### src/rtl/mce_pkg.sv
// Package for the machine check error logging block.
// Assumes one clock domain and software access through a register read port.
package mce_pkg;

   // ************************************************************
   // Bank numbers
   // ************************************************************
   localparam logic [4:0] MCE_BANK_PCU = 5'h04;
   localparam logic [4:0] MCE_BANK_MESH = 5'h0C;
   localparam logic [4:0] MCE_BANK_MC_FIRST = 5'h0D;
   localparam logic [4:0] MCE_BANK_MC_LAST = 5'h0F;
   localparam int MCE_NUM_MC = 3;

   // ************************************************************
   // Status register field layout
   // ************************************************************
   localparam int MCE_CODE_LSB = 0;
   localparam int MCE_CODE_MSB = 15;
   localparam int MCE_SUB_LSB = 16;
   localparam int MCE_SUB_MSB = 19;
   localparam int MCE_VALID_BIT = 63;
   localparam logic [63:0] MCE_STATUS_RESET = 64'h0000000000000000;
   localparam logic [63:0] MCE_MISC_RESET = 64'h0000000000000000;

   // ************************************************************
   // Code values
   // ************************************************************
   localparam logic [15:0] MCE_CODE_PCU = 16'h0402;
   localparam logic [15:0] MCE_CODE_FW = 16'h0406;
   localparam logic [15:0] MCE_CODE_UC_FW = 16'h040C;
   localparam logic [7:0] MCE_COMPOUND_TAG = 8'h80;
   localparam logic [3:0] MCE_SUB_MIN = 4'h1;
   localparam logic [3:0] MCE_SUB_MAX = 4'h7;

   // Source of a bank 4 report.
   typedef enum logic [1:0] {
      MCE_SRC_PCU = 2'h0,
      MCE_SRC_FW = 2'h1,
      MCE_SRC_UCFW = 2'h3
   } mce_src_type;

   // Builds a compound code 0000 0000 1MMM CCCC.
   function automatic logic [15:0] mce_compound(input logic [2:0] xact,
                                                input logic [3:0] chan);
      mce_compound = {8'h00, MCE_COMPOUND_TAG | {1'b0, xact, chan}};
   endfunction

   // Tells whether a subcode is one of the defined ones.
   function automatic logic mce_sub_ok(input logic [3:0] sub);
      mce_sub_ok = (sub >= MCE_SUB_MIN) && (sub <= MCE_SUB_MAX);
   endfunction

endpackage

### src/rtl/mce_bank.sv
// One machine check bank: a status register and optional misc register.
// Assumes the caller presents a complete status word with its valid bit.
`timescale 1ns/1ps
module mce_bank
   import mce_pkg::*;
(
   input wire logic mclk, // System clock.
   input wire logic rst_n, // Asynchronous reset, active low.
   input wire logic log_stb, // One-cycle request to log.
   input wire logic [63:0] log_status, // Status word to log.
   input wire logic [63:0] log_misc, // Misc word to log.
   input wire logic clr_stb, // Software clear of the valid flag.
   output logic [63:0] status_reg, // Stored status word.
   output logic [63:0] misc_reg // Stored misc word.
);

   // ************************************************************
   // Storage
   // ************************************************************
   // A new log is taken only while the bank is free, which keeps the
   // first error visible; a log arriving on a clear wins over it.
   wire logic bank_valid = status_reg[MCE_VALID_BIT];
   wire logic take = log_stb && (!bank_valid || clr_stb);

   // Status and misc load together on a log so they describe one event; a clear resets only status.
   always_ff @(posedge mclk or negedge rst_n) begin
      if (!rst_n) begin
         status_reg <= MCE_STATUS_RESET;
         misc_reg <= MCE_MISC_RESET;
      end else if (take) begin
         status_reg <= log_status;
         misc_reg <= log_misc;
      end else if (clr_stb) begin
         status_reg <= MCE_STATUS_RESET;
      end
   end
endmodule

### src/rtl/mce_pcu_code.sv
// Builds the bank 4 status word from a power control unit report.
// Assumes same-clock inputs; output is registered one cycle later.
`timescale 1ns/1ps
module mce_pcu_code
   import mce_pkg::*;
(
   input wire logic mclk, // System clock.
   input wire logic rst_n, // Asynchronous reset, active low.
   input wire logic in_stb, // One-cycle report.
   input wire mce_src_type in_src, // Report source.
   input wire logic [3:0] in_sub, // Fault subcode.
   output logic out_stb, // Word ready, one cycle.
   output logic [63:0] out_status // Bank 4 status word.
);

   // ************************************************************
   // Code selection
   // ************************************************************
   // The internal code follows the source; microcontroller firmware
   // faults use the 40Ch form whose subcode means the same seven faults.
   wire logic [15:0] code_sel = (in_src == MCE_SRC_PCU) ? MCE_CODE_PCU :
                               (in_src == MCE_SRC_FW) ? MCE_CODE_FW :
                               MCE_CODE_UC_FW;
   // Undefined subcodes are never produced: the report is dropped.
   wire logic sub_ok = mce_sub_ok(in_sub);
   wire logic [63:0] word = {1'b1, 43'h0, in_sub, code_sel};

   // Registers the word with its valid flag set.
   always_ff @(posedge mclk or negedge rst_n) begin
      if (!rst_n) begin
         out_stb <= 1'b0;
         out_status <= MCE_STATUS_RESET;
      end else begin
         out_stb <= in_stb && sub_ok;
         out_status <= word;
      end
   end
endmodule

### src/rtl/mce_log.sv
// Machine check error logging: banks 4, 12 and 13 to 15.
// Assumes reporters give one-cycle strobes on mclk and software reads
// the banks through the model-specific register read port below.
`timescale 1ns/1ps
module mce_log
   import mce_pkg::*;
(
   input wire logic mclk, // System clock, 200 MHz.
   input wire logic rst_n, // Asynchronous reset, active low.
   input wire logic mc_err_stb, // Memory controller error pulse.
   input wire logic [1:0] mc_err_ctrl, // Controller index 0 to 2.
   input wire logic [2:0] mc_err_xact, // Transaction field.
   input wire logic [3:0] mc_err_chan, // Channel field.
   input wire logic [63:0] mc_err_corr, // Correction details.
   input wire logic mesh_err_stb, // Mesh agent error pulse.
   input wire logic [2:0] mesh_err_xact, // Transaction field.
   input wire logic [3:0] mesh_err_chan, // Channel field.
   input wire logic pcu_err_stb, // Power control error pulse.
   input wire mce_src_type pcu_err_src, // Source of the error.
   input wire logic [3:0] pcu_err_sub, // Fault subcode.
   input wire logic msr_rd, // Register read pulse.
   input wire logic msr_clr, // Clear valid flag of a bank.
   input wire logic [4:0] msr_bank, // Bank number.
   input wire logic msr_misc, // Select misc instead of status.
   output logic msr_rvalid, // Read data valid, one cycle.
   output logic [63:0] msr_rdata // Read data.
);

   // ************************************************************
   // Memory controller banks
   // ************************************************************
   // Each controller lands in its own bank, 13 plus its index.
   wire logic [15:0] mc_code = mce_compound(mc_err_xact, mc_err_chan);
   wire logic [63:0] mc_word = {1'b1, 47'h0, mc_code};
   wire logic [MCE_NUM_MC-1:0] mc_hit;
   wire logic [MCE_NUM_MC-1:0] mc_clr;
   logic [63:0] mc_status [MCE_NUM_MC];
   logic [63:0] mc_misc [MCE_NUM_MC];

   for (genvar i = 0; i < MCE_NUM_MC; i++) begin : g_mc
      assign mc_hit[i] = mc_err_stb && (mc_err_ctrl == 2'(i));
      assign mc_clr[i] = msr_clr &&
         (msr_bank == MCE_BANK_MC_FIRST + 5'(i));
      mce_bank u_bank (
         .mclk(mclk),
         .rst_n(rst_n),
         .log_stb(mc_hit[i]),
         .log_status(mc_word),
         .log_misc(mc_err_corr),
         .clr_stb(mc_clr[i]),
         .status_reg(mc_status[i]),
         .misc_reg(mc_misc[i])
      );
   end

   // ************************************************************
   // Mesh agent bank
   // ************************************************************
   wire logic [15:0] mesh_code = mce_compound(mesh_err_xact, mesh_err_chan);
   wire logic [63:0] mesh_word = {1'b1, 47'h0, mesh_code};
   wire logic mesh_clr = msr_clr && (msr_bank == MCE_BANK_MESH);
   logic [63:0] mesh_status;

   mce_bank u_mesh (
      .mclk(mclk),
      .rst_n(rst_n),
      .log_stb(mesh_err_stb),
      .log_status(mesh_word),
      .log_misc(MCE_MISC_RESET),
      .clr_stb(mesh_clr),
      .status_reg(mesh_status),
      .misc_reg()
   );

   // ************************************************************
   // Power control bank
   // ************************************************************
   logic pcu_stb;
   logic [63:0] pcu_word;
   logic [63:0] pcu_status;
   wire logic pcu_clr = msr_clr && (msr_bank == MCE_BANK_PCU);

   mce_pcu_code u_code (
      .mclk(mclk),
      .rst_n(rst_n),
      .in_stb(pcu_err_stb),
      .in_src(pcu_err_src),
      .in_sub(pcu_err_sub),
      .out_stb(pcu_stb),
      .out_status(pcu_word)
   );

   mce_bank u_pcu (
      .mclk(mclk),
      .rst_n(rst_n),
      .log_stb(pcu_stb),
      .log_status(pcu_word),
      .log_misc(MCE_MISC_RESET),
      .clr_stb(pcu_clr),
      .status_reg(pcu_status),
      .misc_reg()
   );

   // ************************************************************
   // Read port
   // ************************************************************
   // Unknown banks and misc of banks without one read as zero.
   wire logic is_mc = (msr_bank >= MCE_BANK_MC_FIRST) &&
                      (msr_bank <= MCE_BANK_MC_LAST);
   wire logic [1:0] mc_idx = 2'(msr_bank - MCE_BANK_MC_FIRST);
   wire logic [63:0] mc_rd = msr_misc ? mc_misc[mc_idx] : mc_status[mc_idx];
   wire logic [63:0] rd_sel =
      is_mc ? mc_rd :
      (msr_misc) ? 64'h0000000000000000 :
      (msr_bank == MCE_BANK_MESH) ? mesh_status :
      (msr_bank == MCE_BANK_PCU) ? pcu_status :
      64'h0000000000000000;

   // Registers read data so the outputs come from flip-flops.
   always_ff @(posedge mclk or negedge rst_n) begin
      if (!rst_n) begin
         msr_rvalid <= 1'b0;
         msr_rdata <= 64'h0000000000000000;
      end else begin
         msr_rvalid <= msr_rd;
         msr_rdata <= msr_rd ? rd_sel : 64'h0000000000000000;
      end
   end
endmodule

### config.mk
export PLATFORM = sky130hd
export DESIGN_NAME = mce_log
export DESIGN_NICKNAME = d
export VERILOG_FILES = /design/src/rtl/mce_pkg.sv /design/src/rtl/mce_bank.sv /design/src/rtl/mce_pcu_code.sv /design/src/rtl/mce_log.sv
export SDC_FILE = /design/constraint.sdc
export NUM_CORES = 1
export LEC_CHECK = 0
export BUFFER_PORTS_ARGS = -buffer_cell sky130_fd_sc_hd__buf_2
export CORE_ASPECT_RATIO = 1.4
export CORE_MARGIN = 2
export CORE_UTILIZATION = 60
export CTS_CLUSTER_SIZE = 40
export DETAILED_ROUTE_END_ITERATION = 7
export MAX_ROUTING_LAYER = met4
export PLACE_DENSITY = 0.9
export SLEW_MARGIN = 5
export SYNTH_ARGS = -nofsm -noshare
export SYNTH_HDL_FRONTEND = slang
export SYNTH_SLANG_ARGS = --single-unit
### constraint.sdc
create_clock -name mclk -period 3.3 [get_ports mclk]
set_input_delay 0.165 -clock mclk [delete_from_list [all_inputs] [get_ports mclk]]
set_output_delay 0.165 -clock mclk [all_outputs]
set_load 0.005 [all_outputs]
==> impl_summary.txt, run 1 <==
----------------------------------------------------
[Outcome]
  Outcome ... finished, final reports clean

[Timing]
  Worst hold slack after final layout ... 56.3 ps
  Worst path setup slack after routing ... 1060 ps
  Final count of negative-setup-slack endpoints ... 0
  Minimum period implied by the final worst setup slack ... 2240 ps
  Max-slew violation count ... 0
  Top achievable clock speed ... 446 MHz
  Number of failing hold endpoints at the final stage ... 0
  Max-Slew Margin vs Limit ... 49.7%
  Maximum clock skew at final layout ... 14.1 ps
  Setup repair after global routing missed its margin ... false
  Final worst path period share ... 67.9%
  Slew at the pin closest to its max-slew limit ... 755 ps
  TNS Setup ... 0 ps

[Detailed routing]
  Antenna-violating nets left ... 0
  DR vias ... 8740
  WL/cell ... 21.1 um
  WL final ... 30900 um
  Number of design rule violations left after detail routing ... 0
  Vias per cell ... 5.96
  Initial drt markers ... 645
  Pre-Repair DR Iteration Count ... 5

[Worst setup path]
  Critical path required time ... 3770 ps
  Worst setup SP type ... primary input
  Maximum fanout along the worst path ... 23
  RR Endpoint ... g_mc[2].u_bank.misc_reg[56]$_DFFE_PN0N_
  Nature of the critical path endpoint ... register
  Slack of the worst reg-to-reg path ... 1720 ps
  Crit path buf inv count ... 3
  Beginning of the worst register-to-register path ... g_mc[2].u_bank.status_reg[7]$_DFFE_PN0P_
  Top delay family on crit path ... simple AND/OR/NAND/NOR gates
  Longest individual stage delay on the worst path ... 640 ps
  CP Depth ... 6
  Cells on worst reg2reg path ... 3
  Crit Path Category ... primary input to register
  Data arrival time at the worst-slack endpoint ... 2710 ps
  Critical-path cell list ... dlygate4sd3_1 -> buf_2 -> nor4_4 -> nand3_2 -> buf_4 -> nor2_1
  Slowest stage cell on the critical path ... nand3_2

[Die]
  Core area ... 0.0206 mm^2
  IO Pins ... 164
  Die span in y ... 176 um
  Total Die Area ... 0.0222 mm^2
  Starting Density ... 61.4%
  Die outline width ... 127 um
  Floorplan row count ... 62

[Synthesis]
  Synthesized-area fraction occupied by xor and xnor cells ... 0%
  Most frequent cell after synthesis ... dfrtp_1
  Number of warnings issued by yosys ... 0
  Post-synth net total ... 1046
  Post-synth EDFFs ... 0
  Share of synthesized area spent on multiplexers ... 23.8%
  Post-synth top area cell ... dfrtp_1
  Avg Cell Area, Syn ... 13.4 um^2
  Syn Std Cell Area ... 0.0126 mm^2
  Main combinational cell family by area after synthesis ... multiplexers
  Area share of the largest cell type after synthesis ... 60.7%
  Biggest area contributors in the synthesized netlist ... dfrtp_1 (61%), mux2_2 (16%), mux2i_1 (6.2%)
  Leading post-synthesis cells by instance count ... dfrtp_1 (306), mux2_2 (178), nor2_1 (108), mux2i_1 (78), a21oi_1 (51)
  Portion of the post-synthesis area used by sequential elements ... 60.7%
  Most instantiated flip-flop cell in the synthesis netlist ... dfrtp_1
  Fraction of synthesis flops using an asynchronous set or reset pin ... 100%
  Syn Inst Count ... 943
  Simple-Gate Fraction of Synth Area ... 5.79%
  Number of distinct library cells after synthesis ... 45
  Share of the synthesized area in compound gates (AO/OA/AOI/OAI) ... 7.09%
  Adder-cell area share of the yosys netlist ... 0.396%
  Flip-flop and latch count after synthesis ... 306

[Placed design]
  Number of port buffers ... 163
  Detail Placement HPWL ... 17300 um
  Pre-CTS WS ... 775 ps
  RD Place Congestion ... 0.853

[Global routing]
  Via count of the first global-routing pass ... 9354
  Overall fraction of global-route tracks in use ... 28.9%
  Overall overflow remaining after global route ... 0
  First-pass GRT wire length ... 49600 um
  Number of antenna violations at the first check in global routing ... 2
  Largest net degree at the start of global routing ... 129

[Clock network]
  Latest clock arrival within the worst-skew pair ... 550 ps
  Post-CTS Setup Bufs ... 0
  Count of instances resized after the clock tree is built ... 0
  H-Tree Depth ... 1
  Clock edge transition at the registers on the reported setup and hold paths ... 60 ps
  Clock root buffer ... clkbuf_16
  TritonCTS clock tree ... yes
  Number of sinks handled by clock tree synthesis ... 306
  CTS buffer count ... 29
  Largest buffer count on any clock path ... 3

[Finish]
  Net count of the finished layout ... 1290
  Filler instances ... 1180
  Area occupied by multi-input gates ... 0.00472 mm^2
  Number of flip-flops under the largest register name ... 192
  Sequential standard cell area ... 0.00766 mm^2
  Area delta synth->final ... 23.8%
  Share of layout cells above drive strength 1 ... 34.3%

[Power]
  Cell leakage power ... 7.47 nW
  Maximum ir drop on the vdd rail ... 513 uV
  P per Cell Area ... 685 mW/mm^2

[Min path]
  Hold_sp ... mc_err_stb
  Worst hold path stage count ... 3
  Min-Delay Endpoint ... g_mc[2].u_bank.status_reg[7]$_DFFE_PN0P_
  Worst min-delay path class ... primary input to register

[Flow run]
  Total of max-cap violations ... 0

----------------------------------------------------
[final cells by class]
type                    instances  share of cell area [%]
clock buffers                  45                    5.54
multi-input cells             574                    30.2
well taps                     256                    2.05
flip-flops and latches        306                    49.0
diodes                          2                  0.0320
repair buffers                270                    12.4
clock inverters                 7                   0.569
inverters                       6                   0.144
[metrics by stage]
| stage | utilization (%) | total power, mW | cell area (um^2) | instances |
|---|---|---|---|---|
| global placement | 66.9 | 7.05 | 13800 | 1321 |
| finish | 76.0 | 10.7 | 15600 | 1466 |
| CTS | 76.0 | 10.7 | 15600 | 1464 |
| floorplan | - | 6.62 | 12600 | 943 |
| detailed placement | 66.9 | 7.23 | 13800 | 1321 |
| global route | 76.0 | 11.2 | 15600 | 1466 |
[layer usage]
| metal | vias to the layer above | share of wire, % | GRT usage [%] |
|---|---|---|---|
| li1 | 3833 | - | - |
| met1 | 4467 | 39 | 35.1 |
| met2 | 338 | 52 | 48.7 |
| met3 | 102 | 5.1 | 3.93 |
| met4 | 0 | 4.1 | 12.1 |
| met5 | - | 0 | - |
[cells by family (layout without fill, tap and decap cells)]
logic type      Yosys count  in the layout
fa+ha+maj                 4              4
other cells               1              3
buf+inv                  63            328
mux                     275            275
flops                   306            306
compound gates          128            128
simple gates            166            166
[placed cells by master, fill, tap and decap left out, drive strengths merged, types with 2 or more instances in the layout]
| cell | instances |
|---|---|
| mux2i | 78 |
| and2 | 2 |
| o2bb2ai | 5 |
| a21oi | 54 |
| buf | 179 |
| a22o | 36 |
| ha | 4 |
| o21ai | 4 |
| o22ai | 8 |
| o21a | 3 |
| dlygate4sd3 | 91 |
| nand3b | 2 |
| o311a | 7 |
| mux2 | 197 |
| nor3 | 2 |
| nor2 | 108 |
| clkbuf | 45 |
| nand3 | 5 |
| or2 | 2 |
| diode | 2 |
| nor2b | 5 |
| clkinv | 4 |
| a32oi | 5 |
| nand2 | 28 |
| inv | 7 |
| a21boi | 2 |
| bufinv | 2 |
| dfrtp | 306 |
[power by group]
| part | internal, mW | switching [mW] |
|---|---|---|
| Clock | 1.95 | 1.39 |
| Sequential | 4.78 | 0.579 |
| Combinational | 1.16 | 0.843 |
[worst min-delay path, cell delays in order]
cell and delay [ps]:
buf_2 110, nand3b_1 200, nand2_1 90
[worst max-delay path by stage]
stage,slack [ps],start,to
final,1060,msr_bank[4],msr_rdata[8]$_DFF_PN0_
after global routing,970,msr_bank[4],msr_rdata[8]$_DFF_PN0_
after CTS,1180,msr_bank[4],msr_rdata[8]$_DFF_PN0_
after detailed placement,780,msr_bank[0],msr_rdata[8]$_DFF_PN0_
after global placement,850,msr_bank[0],g_mc[1].u_bank.misc_reg[33]$_DFFE_PN0N_
after floorplan,830,msr_bank[0],msr_rdata[11]$_DFF_PN0_
[repair_timing]
action                     CTS  global route
hold endpoints to repair   428             0
hold buffers                91             0
setup endpoints to repair    0             0
(Power assumes the default switching activity.)
==> inputs of run 2 (changes only) <==
--- a/config.mk
+++ b/config.mk
@@ -5,14 +5,15 @@
 export SDC_FILE = /design/constraint.sdc
 export NUM_CORES = 1
 export LEC_CHECK = 0
+export ABC_AREA = 1
 export BUFFER_PORTS_ARGS = -buffer_cell sky130_fd_sc_hd__buf_2
 export CORE_ASPECT_RATIO = 1.4
 export CORE_MARGIN = 2
-export CORE_UTILIZATION = 60
+export CORE_UTILIZATION = 52
 export CTS_CLUSTER_SIZE = 40
 export DETAILED_ROUTE_END_ITERATION = 7
 export MAX_ROUTING_LAYER = met4
-export PLACE_DENSITY = 0.9
+export PLACE_DENSITY = 0.84
 export SLEW_MARGIN = 5
 export SYNTH_ARGS = -nofsm -noshare
 export SYNTH_HDL_FRONTEND = slang
==> constraint.sdc (replaced) <==
create_clock -name mclk -period 1.89 [get_ports mclk]
set_input_delay 0.0945 -clock mclk [delete_from_list [all_inputs] [get_ports mclk]]
set_output_delay 0.0945 -clock mclk [all_outputs]
set_load 0.005 [all_outputs]
==> run 2 against run 1 <==
Net effect:
- combinational power rose by 110%
- register-to-register slack worse by 1200 ps
- non-clock buffer count up 13
- flip-flop and latch count is the same
- clock skew down 1.1 ps
- critical path type is now register to register
==> impl_summary.txt, run 2 <==
----------------------------------------------------
[Outcome]
  Outcome ... finished, final reports clean

[Clock network]
  Count of instances resized after the clock tree is built ... 0
  Clock edge transition at the registers on the reported setup and hold paths ... 60 ps
  Clock root buffer ... clkbuf_16
  TritonCTS clock tree ... yes
  H-Tree Depth ... 1
  Number of sinks handled by clock tree synthesis ... 306
  CTS buffer count ... 29
  Latest clock arrival within the worst-skew pair ... 540 ps
  Largest buffer count on any clock path ... 3

[Placed design]
  Count of placed standard cells including taps ... 1845
  Number of port buffers ... 163
  Detail Placement HPWL ... 19300 um
  Post-placement cell area ... 0.0139 mm^2
  RD Place Congestion ... 0.830
  Pre-CTS WS ... 201 ps

[Detailed routing]
  Pre-Repair DR Iteration Count ... 5
  Initial drt markers ... 891
  Vias per cell ... 5.36
  Antenna-violating nets left ... 0
  WL final ... 32500 um
  Number of design rule violations left after detail routing ... 0
  WL/cell ... 16.3 um
  DR vias ... 10654

[Global routing]
  Largest net degree at the start of global routing ... 88
  Number of antenna violations at the first check in global routing ... 0
  Via count of the first global-routing pass ... 10882
  Overall overflow remaining after global route ... 0
  Overall fraction of global-route tracks in use ... 26.2%
  First-pass GRT wire length ... 52700 um

[Synthesis]
  Leading post-synthesis cells by instance count ... nand2_1 (381), dfrtp_1 (306), o21ai_1 (133), inv_1 (116), a21oi_1 (115)
  Number of warnings issued by yosys ... 0
  Most frequent cell after synthesis ... nand2_1
  Most instantiated flip-flop cell in the synthesis netlist ... dfrtp_1
  Avg Cell Area, Syn ... 8.91 um^2
  Biggest area contributors in the synthesized netlist ... dfrtp_1 (60%), nand2_1 (11%), o21ai_1 (5.2%)
  Number of distinct library cells after synthesis ... 28
  Syn Std Cell Area ... 0.0127 mm^2
  Portion of the post-synthesis area used by sequential elements ... 60.3%
  Post-synth top area cell ... dfrtp_1
  Syn Inst Count ... 1426
  Post-synth net total ... 1529
  Area share of the largest cell type after synthesis ... 60.3%
  Post-synth EDFFs ... 0
  Flip-flop and latch count after synthesis ... 306
  Fraction of synthesis flops using an asynchronous set or reset pin ... 100%

[Finish]
  Number of flip-flops under the largest register name ... 192
  Commonest cells after routing, fill and taps aside ... nand2_1 (379), dfrtp_1 (306), buf_2 (162)
  Final standard cell count with taps included and fillers excluded ... 1986
  Share of layout cells above drive strength 1 ... 15.6%
  Net count of the finished layout ... 1758
  Filler instances ... 1847
  Most common cell after layout, fill and taps aside ... nand2_1
  Post-route cell area ... 0.0157 mm^2
  Area delta synth->final ... 23.5%
  Final core utilization ... 65.4%

[Timing]
  Setup repair after global routing missed its margin ... false
  Max-slew violation count ... 0
  Max-Slew Margin vs Limit ... 60.6%
  Slew at the pin closest to its max-slew limit ... 584 ps
  Final count of negative-setup-slack endpoints ... 0
  Minimum period implied by the final worst setup slack ... 1350 ps
  Top achievable clock speed ... 742 MHz
  Worst path setup slack after routing ... 543 ps
  TNS Setup ... 0 ps
  Worst hold slack after final layout ... 54.0 ps
  Maximum clock skew at final layout ... 12.9 ps
  Number of failing hold endpoints at the final stage ... 0
  Final worst path period share ... 71.3%

[Worst setup path]
  Slack of the worst reg-to-reg path ... 540 ps
  Crit path buf inv count ... 0
  Nature of the critical path endpoint ... register
  Top delay family on crit path ... simple AND/OR/NAND/NOR gates
  Maximum fanout along the worst path ... 14
  Slowest stage cell on the critical path ... dfrtp_1
  Most prevalent standard cell on the critical path ... nand2_1
  Crit Path Category ... register to register
  Data arrival time at the worst-slack endpoint ... 1740 ps
  Critical-path cell list ... nand2_1 -> nand2_4 -> nand2_1 -> o22ai_1
  Beginning of the worst register-to-register path ... g_mc[0].u_bank.status_reg[7]$_DFFE_PN0P_
  Worst setup SP type ... register
  Critical path required time ... 2280 ps
  Longest individual stage delay on the worst path ... 370 ps
  RR Endpoint ... g_mc[0].u_bank.status_reg[5]$_DFFE_PN0P_
  Cells on worst reg2reg path ... 4

[Min path]
  Min-Delay Endpoint ... g_mc[2].u_bank.status_reg[7]$_DFFE_PN0P_
  Hold_sp ... msr_bank[4]
  Worst min-delay path class ... primary input to register
  Worst hold path stage count ... 5

[Power]
  P per Cell Area ... 1250 mW/mm^2
  Post-layout power ... 19.7 mW
  Maximum ir drop on the vdd rail ... 807 uV
  Cell leakage power ... 7.95 nW

[Die]
  Die outline width ... 136 um
  Total Die Area ... 0.0257 mm^2
  IO Pins ... 164
  Die span in y ... 189 um
  Floorplan row count ... 67
  Starting Density ... 53.0%
  Core area ... 0.0240 mm^2

[Flow run]
  Total of max-cap violations ... 0

----------------------------------------------------
## run 2: cell types whose count changed in the layout (fill, tap and decap cells not counted), sizes merged, moves of 7 or more
cell,previous run,this run
a21oi,54,115
a22o,36,0
buf,179,194
inv,7,120
mux2,197,0
mux2i,78,0
nand2,28,385
nand3,5,35
nor2,108,99
o211ai,0,7
o21ai,4,247
o311a,7,0
## run 2: kinds of logic (layout without fill, tap and decap cells)
logic type / after synthesis / in the layout / synth area share (%)
DFF: 306 / 306 / 60.3
other: 1 / 2 / 0.0295
buffers and inverters: 204 / 453 / 7.18
and+or+nand+nor: 527 / 527 / 16.6
adders and majority gates: 4 / 4 / 0.394
AOI/OAI and AO/OA: 384 / 384 / 15.5
## run 2: repair_timing
action	4_1_cts	5_1_grt
hold buffers	89	0
hold endpoints to repair	544	0
setup buffers	0	0
## run 2: report_power, final
group	internal [mW]	leakage, nW	switching [mW]
sequential	8.83	3.90	1.20
clock	3.13	0.451	2.38
combinational	1.80	3.60	2.33
## run 2: worst max-delay path by stage
stage | startpoint | to | slack [ps] | depth (start not counted)
6_report | g_mc[0].u_bank.status_reg[7]$_DFFE_PN0P_ | g_mc[0].u_bank.status_reg[5]$_DFFE_PN0P_ | 540 | 4
5_1_grt | u_mesh.status_reg[7]$_DFFE_PN0P_ | u_mesh.status_reg[4]$_DFFE_PN0P_ | 440 | 2
4_1_cts | g_mc[0].u_bank.status_reg[7]$_DFFE_PN0P_ | g_mc[0].u_bank.status_reg[5]$_DFFE_PN0P_ | 570 | 4
3_5_place_dp | msr_bank[0] | msr_rdata[52]$_DFF_PN0_ | 200 | 7
3_3_place_gp | msr_bank[0] | msr_rdata[31]$_DFF_PN0_ | 250 | 8
2_1_floorplan | msr_bank[0] | msr_rdata[11]$_DFF_PN0_ | 170 | 9
## run 2: cell type report
type | instances | area (um^2) | area share, %
multi-input combinational | 916 | 4150 | 26.5
inverter | 119 | 447 | 2.85
tap | 310 | 388 | 2.47
timing repair buffer | 283 | 2140 | 13.6
antenna | 1 | 2.50 | 0.0160
clock buffer | 44 | 862 | 5.49
sequential | 306 | 7660 | 48.8
clock inverter | 7 | 42.5 | 0.271
## run 2: routing by layer
layer / vias up / track usage, % / wire, um
met1: 5131 / 32.4 / 13100
met5: - / - / 0
li1: 5035 / - / -
met3: 94 / 3.32 / 1800
met4: 0 / 11.2 / 1160
met2: 394 / 43.5 / 16400
## run 2: worst min-delay path, stage by stage
cell	delay (ps)
buf_2	130
nor2_4	70
nand3_4	110
nand2_2	80
nand2_1	70
==> inputs of run 3 (changes only) <==
--- a/config.mk
+++ b/config.mk
@@ -5,7 +5,7 @@
 export SDC_FILE = /design/constraint.sdc
 export NUM_CORES = 1
 export LEC_CHECK = 0
-export ABC_AREA = 1
+export ABC_AREA = 0
 export BUFFER_PORTS_ARGS = -buffer_cell sky130_fd_sc_hd__buf_2
 export CORE_ASPECT_RATIO = 1.4
 export CORE_MARGIN = 2
==> constraint.sdc (replaced) <==
create_clock -name mclk -period 1.2 [get_ports mclk]
set_input_delay 0.06 -clock mclk [delete_from_list [all_inputs] [get_ports mclk]]
set_output_delay 0.06 -clock mclk [all_outputs]
set_load 0.005 [all_outputs]
==> run 3 against run 2 <==
Net effect:
- the flow now finishes with violations (setup timing)
- global-route usage up 1.4 points
- combinational power up 78%
- via count is 14% lower
- critical endpoint is now g_mc[0].u_bank.misc_reg[62]$_DFFE_PN0N_
- largest cell class unchanged
- highest routed layer unchanged
==> impl_summary.txt, run 3 (same netlist as run 1, synthesis figures left out) <==
----------------------------------------------------
[Outcome]
  Outcome ... complete, but fails checks
  Violations in the final reports ... setup timing

[Detailed routing]
  Pre-Repair DR Iteration Count ... 5
  Vias per cell ... 5.65
  WL/cell ... 22.0 um
  Antenna-violating nets left ... 0
  WL final ... 35700 um
  Initial drt markers ... 642
  DR vias ... 9172
  Number of design rule violations left after detail routing ... 0

[Timing]
  Max-slew violation count ... 0
  Final count of negative-setup-slack endpoints ... 205
  Final worst path period share ... 117%
  Minimum period implied by the final worst setup slack ... 1400 ps
  Number of failing hold endpoints at the final stage ... 0
  Worst path setup slack after routing ... -204 ps
  Top achievable clock speed ... 712 MHz
  Setup repair after global routing missed its margin ... true
  TNS Setup ... -34380 ps
  Maximum clock skew at final layout ... 10.5 ps

[Finish]
  Net count of the finished layout ... 1394
  Sequential standard cell area ... 0.00766 mm^2
  Share of layout cells above drive strength 1 ... 42.3%
  Final standard cell count with taps included and fillers excluded ... 1623
  Post-route cell area ... 0.0178 mm^2
  Number of flip-flops under the largest register name ... 192
  Area delta synth->final ... 41.4%
  Filler instances ... 1352
  Final core utilization ... 74.7%
  Commonest cells after routing, fill and taps aside ... dfrtp_1 (306), mux2_4 (173), buf_2 (163)
  Area occupied by multi-input gates ... 0.00547 mm^2
  Most common cell after layout, fill and taps aside ... dfrtp_1

[Worst setup path]
  Slack of the worst reg-to-reg path ... -200 ps
  Worst setup SP type ... register
  Maximum fanout along the worst path ... 9
  Critical path required time ... 1620 ps
  Crit Path Category ... register to register
  Nature of the critical path endpoint ... register
  Data arrival time at the worst-slack endpoint ... 1820 ps

[Clock network]
  Latest clock arrival within the worst-skew pair ... 540 ps
  Number of sinks handled by clock tree synthesis ... 306
  Clock root buffer ... clkbuf_16
  Largest buffer count on any clock path ... 3
  H-Tree Depth ... 1
  CTS buffer count ... 29
  TritonCTS clock tree ... yes
  Clock edge transition at the registers on the reported setup and hold paths ... 70 ps

[Min path]
  Worst min-delay path class ... primary input to asynchronous set/reset pin

[Die]
  Die outline width ... 136 um
  Floorplan row count ... 67
  IO Pins ... 164
  Core area ... 0.0239 mm^2
  Total Die Area ... 0.0256 mm^2
  Die span in y ... 188 um
  Starting Density ... 52.8%

[Placed design]
  RD Place Congestion ... 0.872
  Post-placement cell area ... 0.0152 mm^2
  Count of placed standard cells including taps ... 1450
  Detail Placement HPWL ... 20900 um
  Pre-CTS WS ... -507 ps
  Number of port buffers ... 163

[Global routing]
  Overall overflow remaining after global route ... 0
  Largest net degree at the start of global routing ... 46
  Overall fraction of global-route tracks in use ... 27.6%
  Via count of the first global-routing pass ... 10109
  First-pass GRT wire length ... 53800 um
  Number of antenna violations at the first check in global routing ... 3

[Power]
  Cell leakage power ... 8.66 nW
  P per Cell Area ... 1770 mW/mm^2
  Maximum ir drop on the vdd rail ... 1410 uV

[Flow run]
  Total of max-cap violations ... 0

----------------------------------------------------
==> run 3: cell count changes in the layout (fill, tap and decap cells not counted), sizes merged, moves of 9 or more <==
cell,previous run,this run
buf,194,274
nor2,99,108
a22o,0,36
inv,120,7
mux2,0,197
o21ai,247,4
nand3,35,5
mux2i,0,78
nand2,385,28
a21oi,115,54
==> run 3: worst max-delay path, cell delays in order (launching register included) <==
cell and delay (ps):
dfrtp_1 400, a21oi_4 220, buf_12 200, clkbuf_16 160, mux2_4 290
==> run 3: power by group <==
| part | switching (mW) | total [mW] | internal, mW |
|---|---|---|---|
| sequential | 1.85 | 15.0 | 13.2 |
| clock | 3.90 | 9.29 | 5.39 |
| combinational | 2.58 | 7.35 | 4.77 |
| total | 8.33 | 31.6 | 23.3 |
==> run 3: final timing paths <==
| kind | startpoint | to | depth (start not counted) |
|---|---|---|---|
| max | g_mc[0].u_bank.status_reg[7]$_DFFE_PN0P_ | g_mc[0].u_bank.misc_reg[62]$_DFFE_PN0N_ | 4 |
| max in group asynchronous | rst_n | g_mc[1].u_bank.misc_reg[49]$_DFFE_PN0N_ | 3 |
| max reg2reg | g_mc[0].u_bank.status_reg[7]$_DFFE_PN0P_ | g_mc[0].u_bank.misc_reg[62]$_DFFE_PN0N_ | 4 |
| min | rst_n | msr_rdata[46]$_DFF_PN0_ | 2 |
| min reg2reg | u_code.out_status[10]$_DFF_PN0_ | u_pcu.status_reg[10]$_DFFE_PN0P_ | 2 |
| min in group mclk | mc_err_ctrl[1] | g_mc[2].u_bank.status_reg[7]$_DFFE_PN0P_ | 4 |
==> run 3: metrics by stage <==
step	hold slack, ps	power [mW]
after global routing	37.5	33.0
final	12.9	31.6
after floorplan	-236	19.4
after CTS	12.4	31.0
after detailed placement	-11.0	21.4
after global placement	-10.7	20.9
==> run 3: routing by layer <==
layer | GRT usage [%] | wire (um) | vias up
li1 | - | - | 4031
met1 | 33.0 | 13800 | 4732
met2 | 47.8 | 19100 | 325
met3 | 3.28 | 1620 | 84
met4 | 10.6 | 1210 | 0
met5 | - | 0 | -
==> run 3: timing repair <==
action,in CTS,in global routing
hold buffers,93,0
hold endpoints to repair,549,0
resized for setup,12,64
gates cloned,3,9
buffers inserted,8,7
endpoints found under the setup margin,209,237
pin swaps,6,7
==> run 3: area by class of cell <==
class                      count  share of cell area [%]
sequential                   306                    42.9
multi-input combinational    574                    30.6
timing repair buffer         374                    18.8
clock buffer                  40                    4.58
tap                          310                    2.17
clock inverter                10                   0.757
inverter                       6                   0.154
antenna                        3                  0.0421
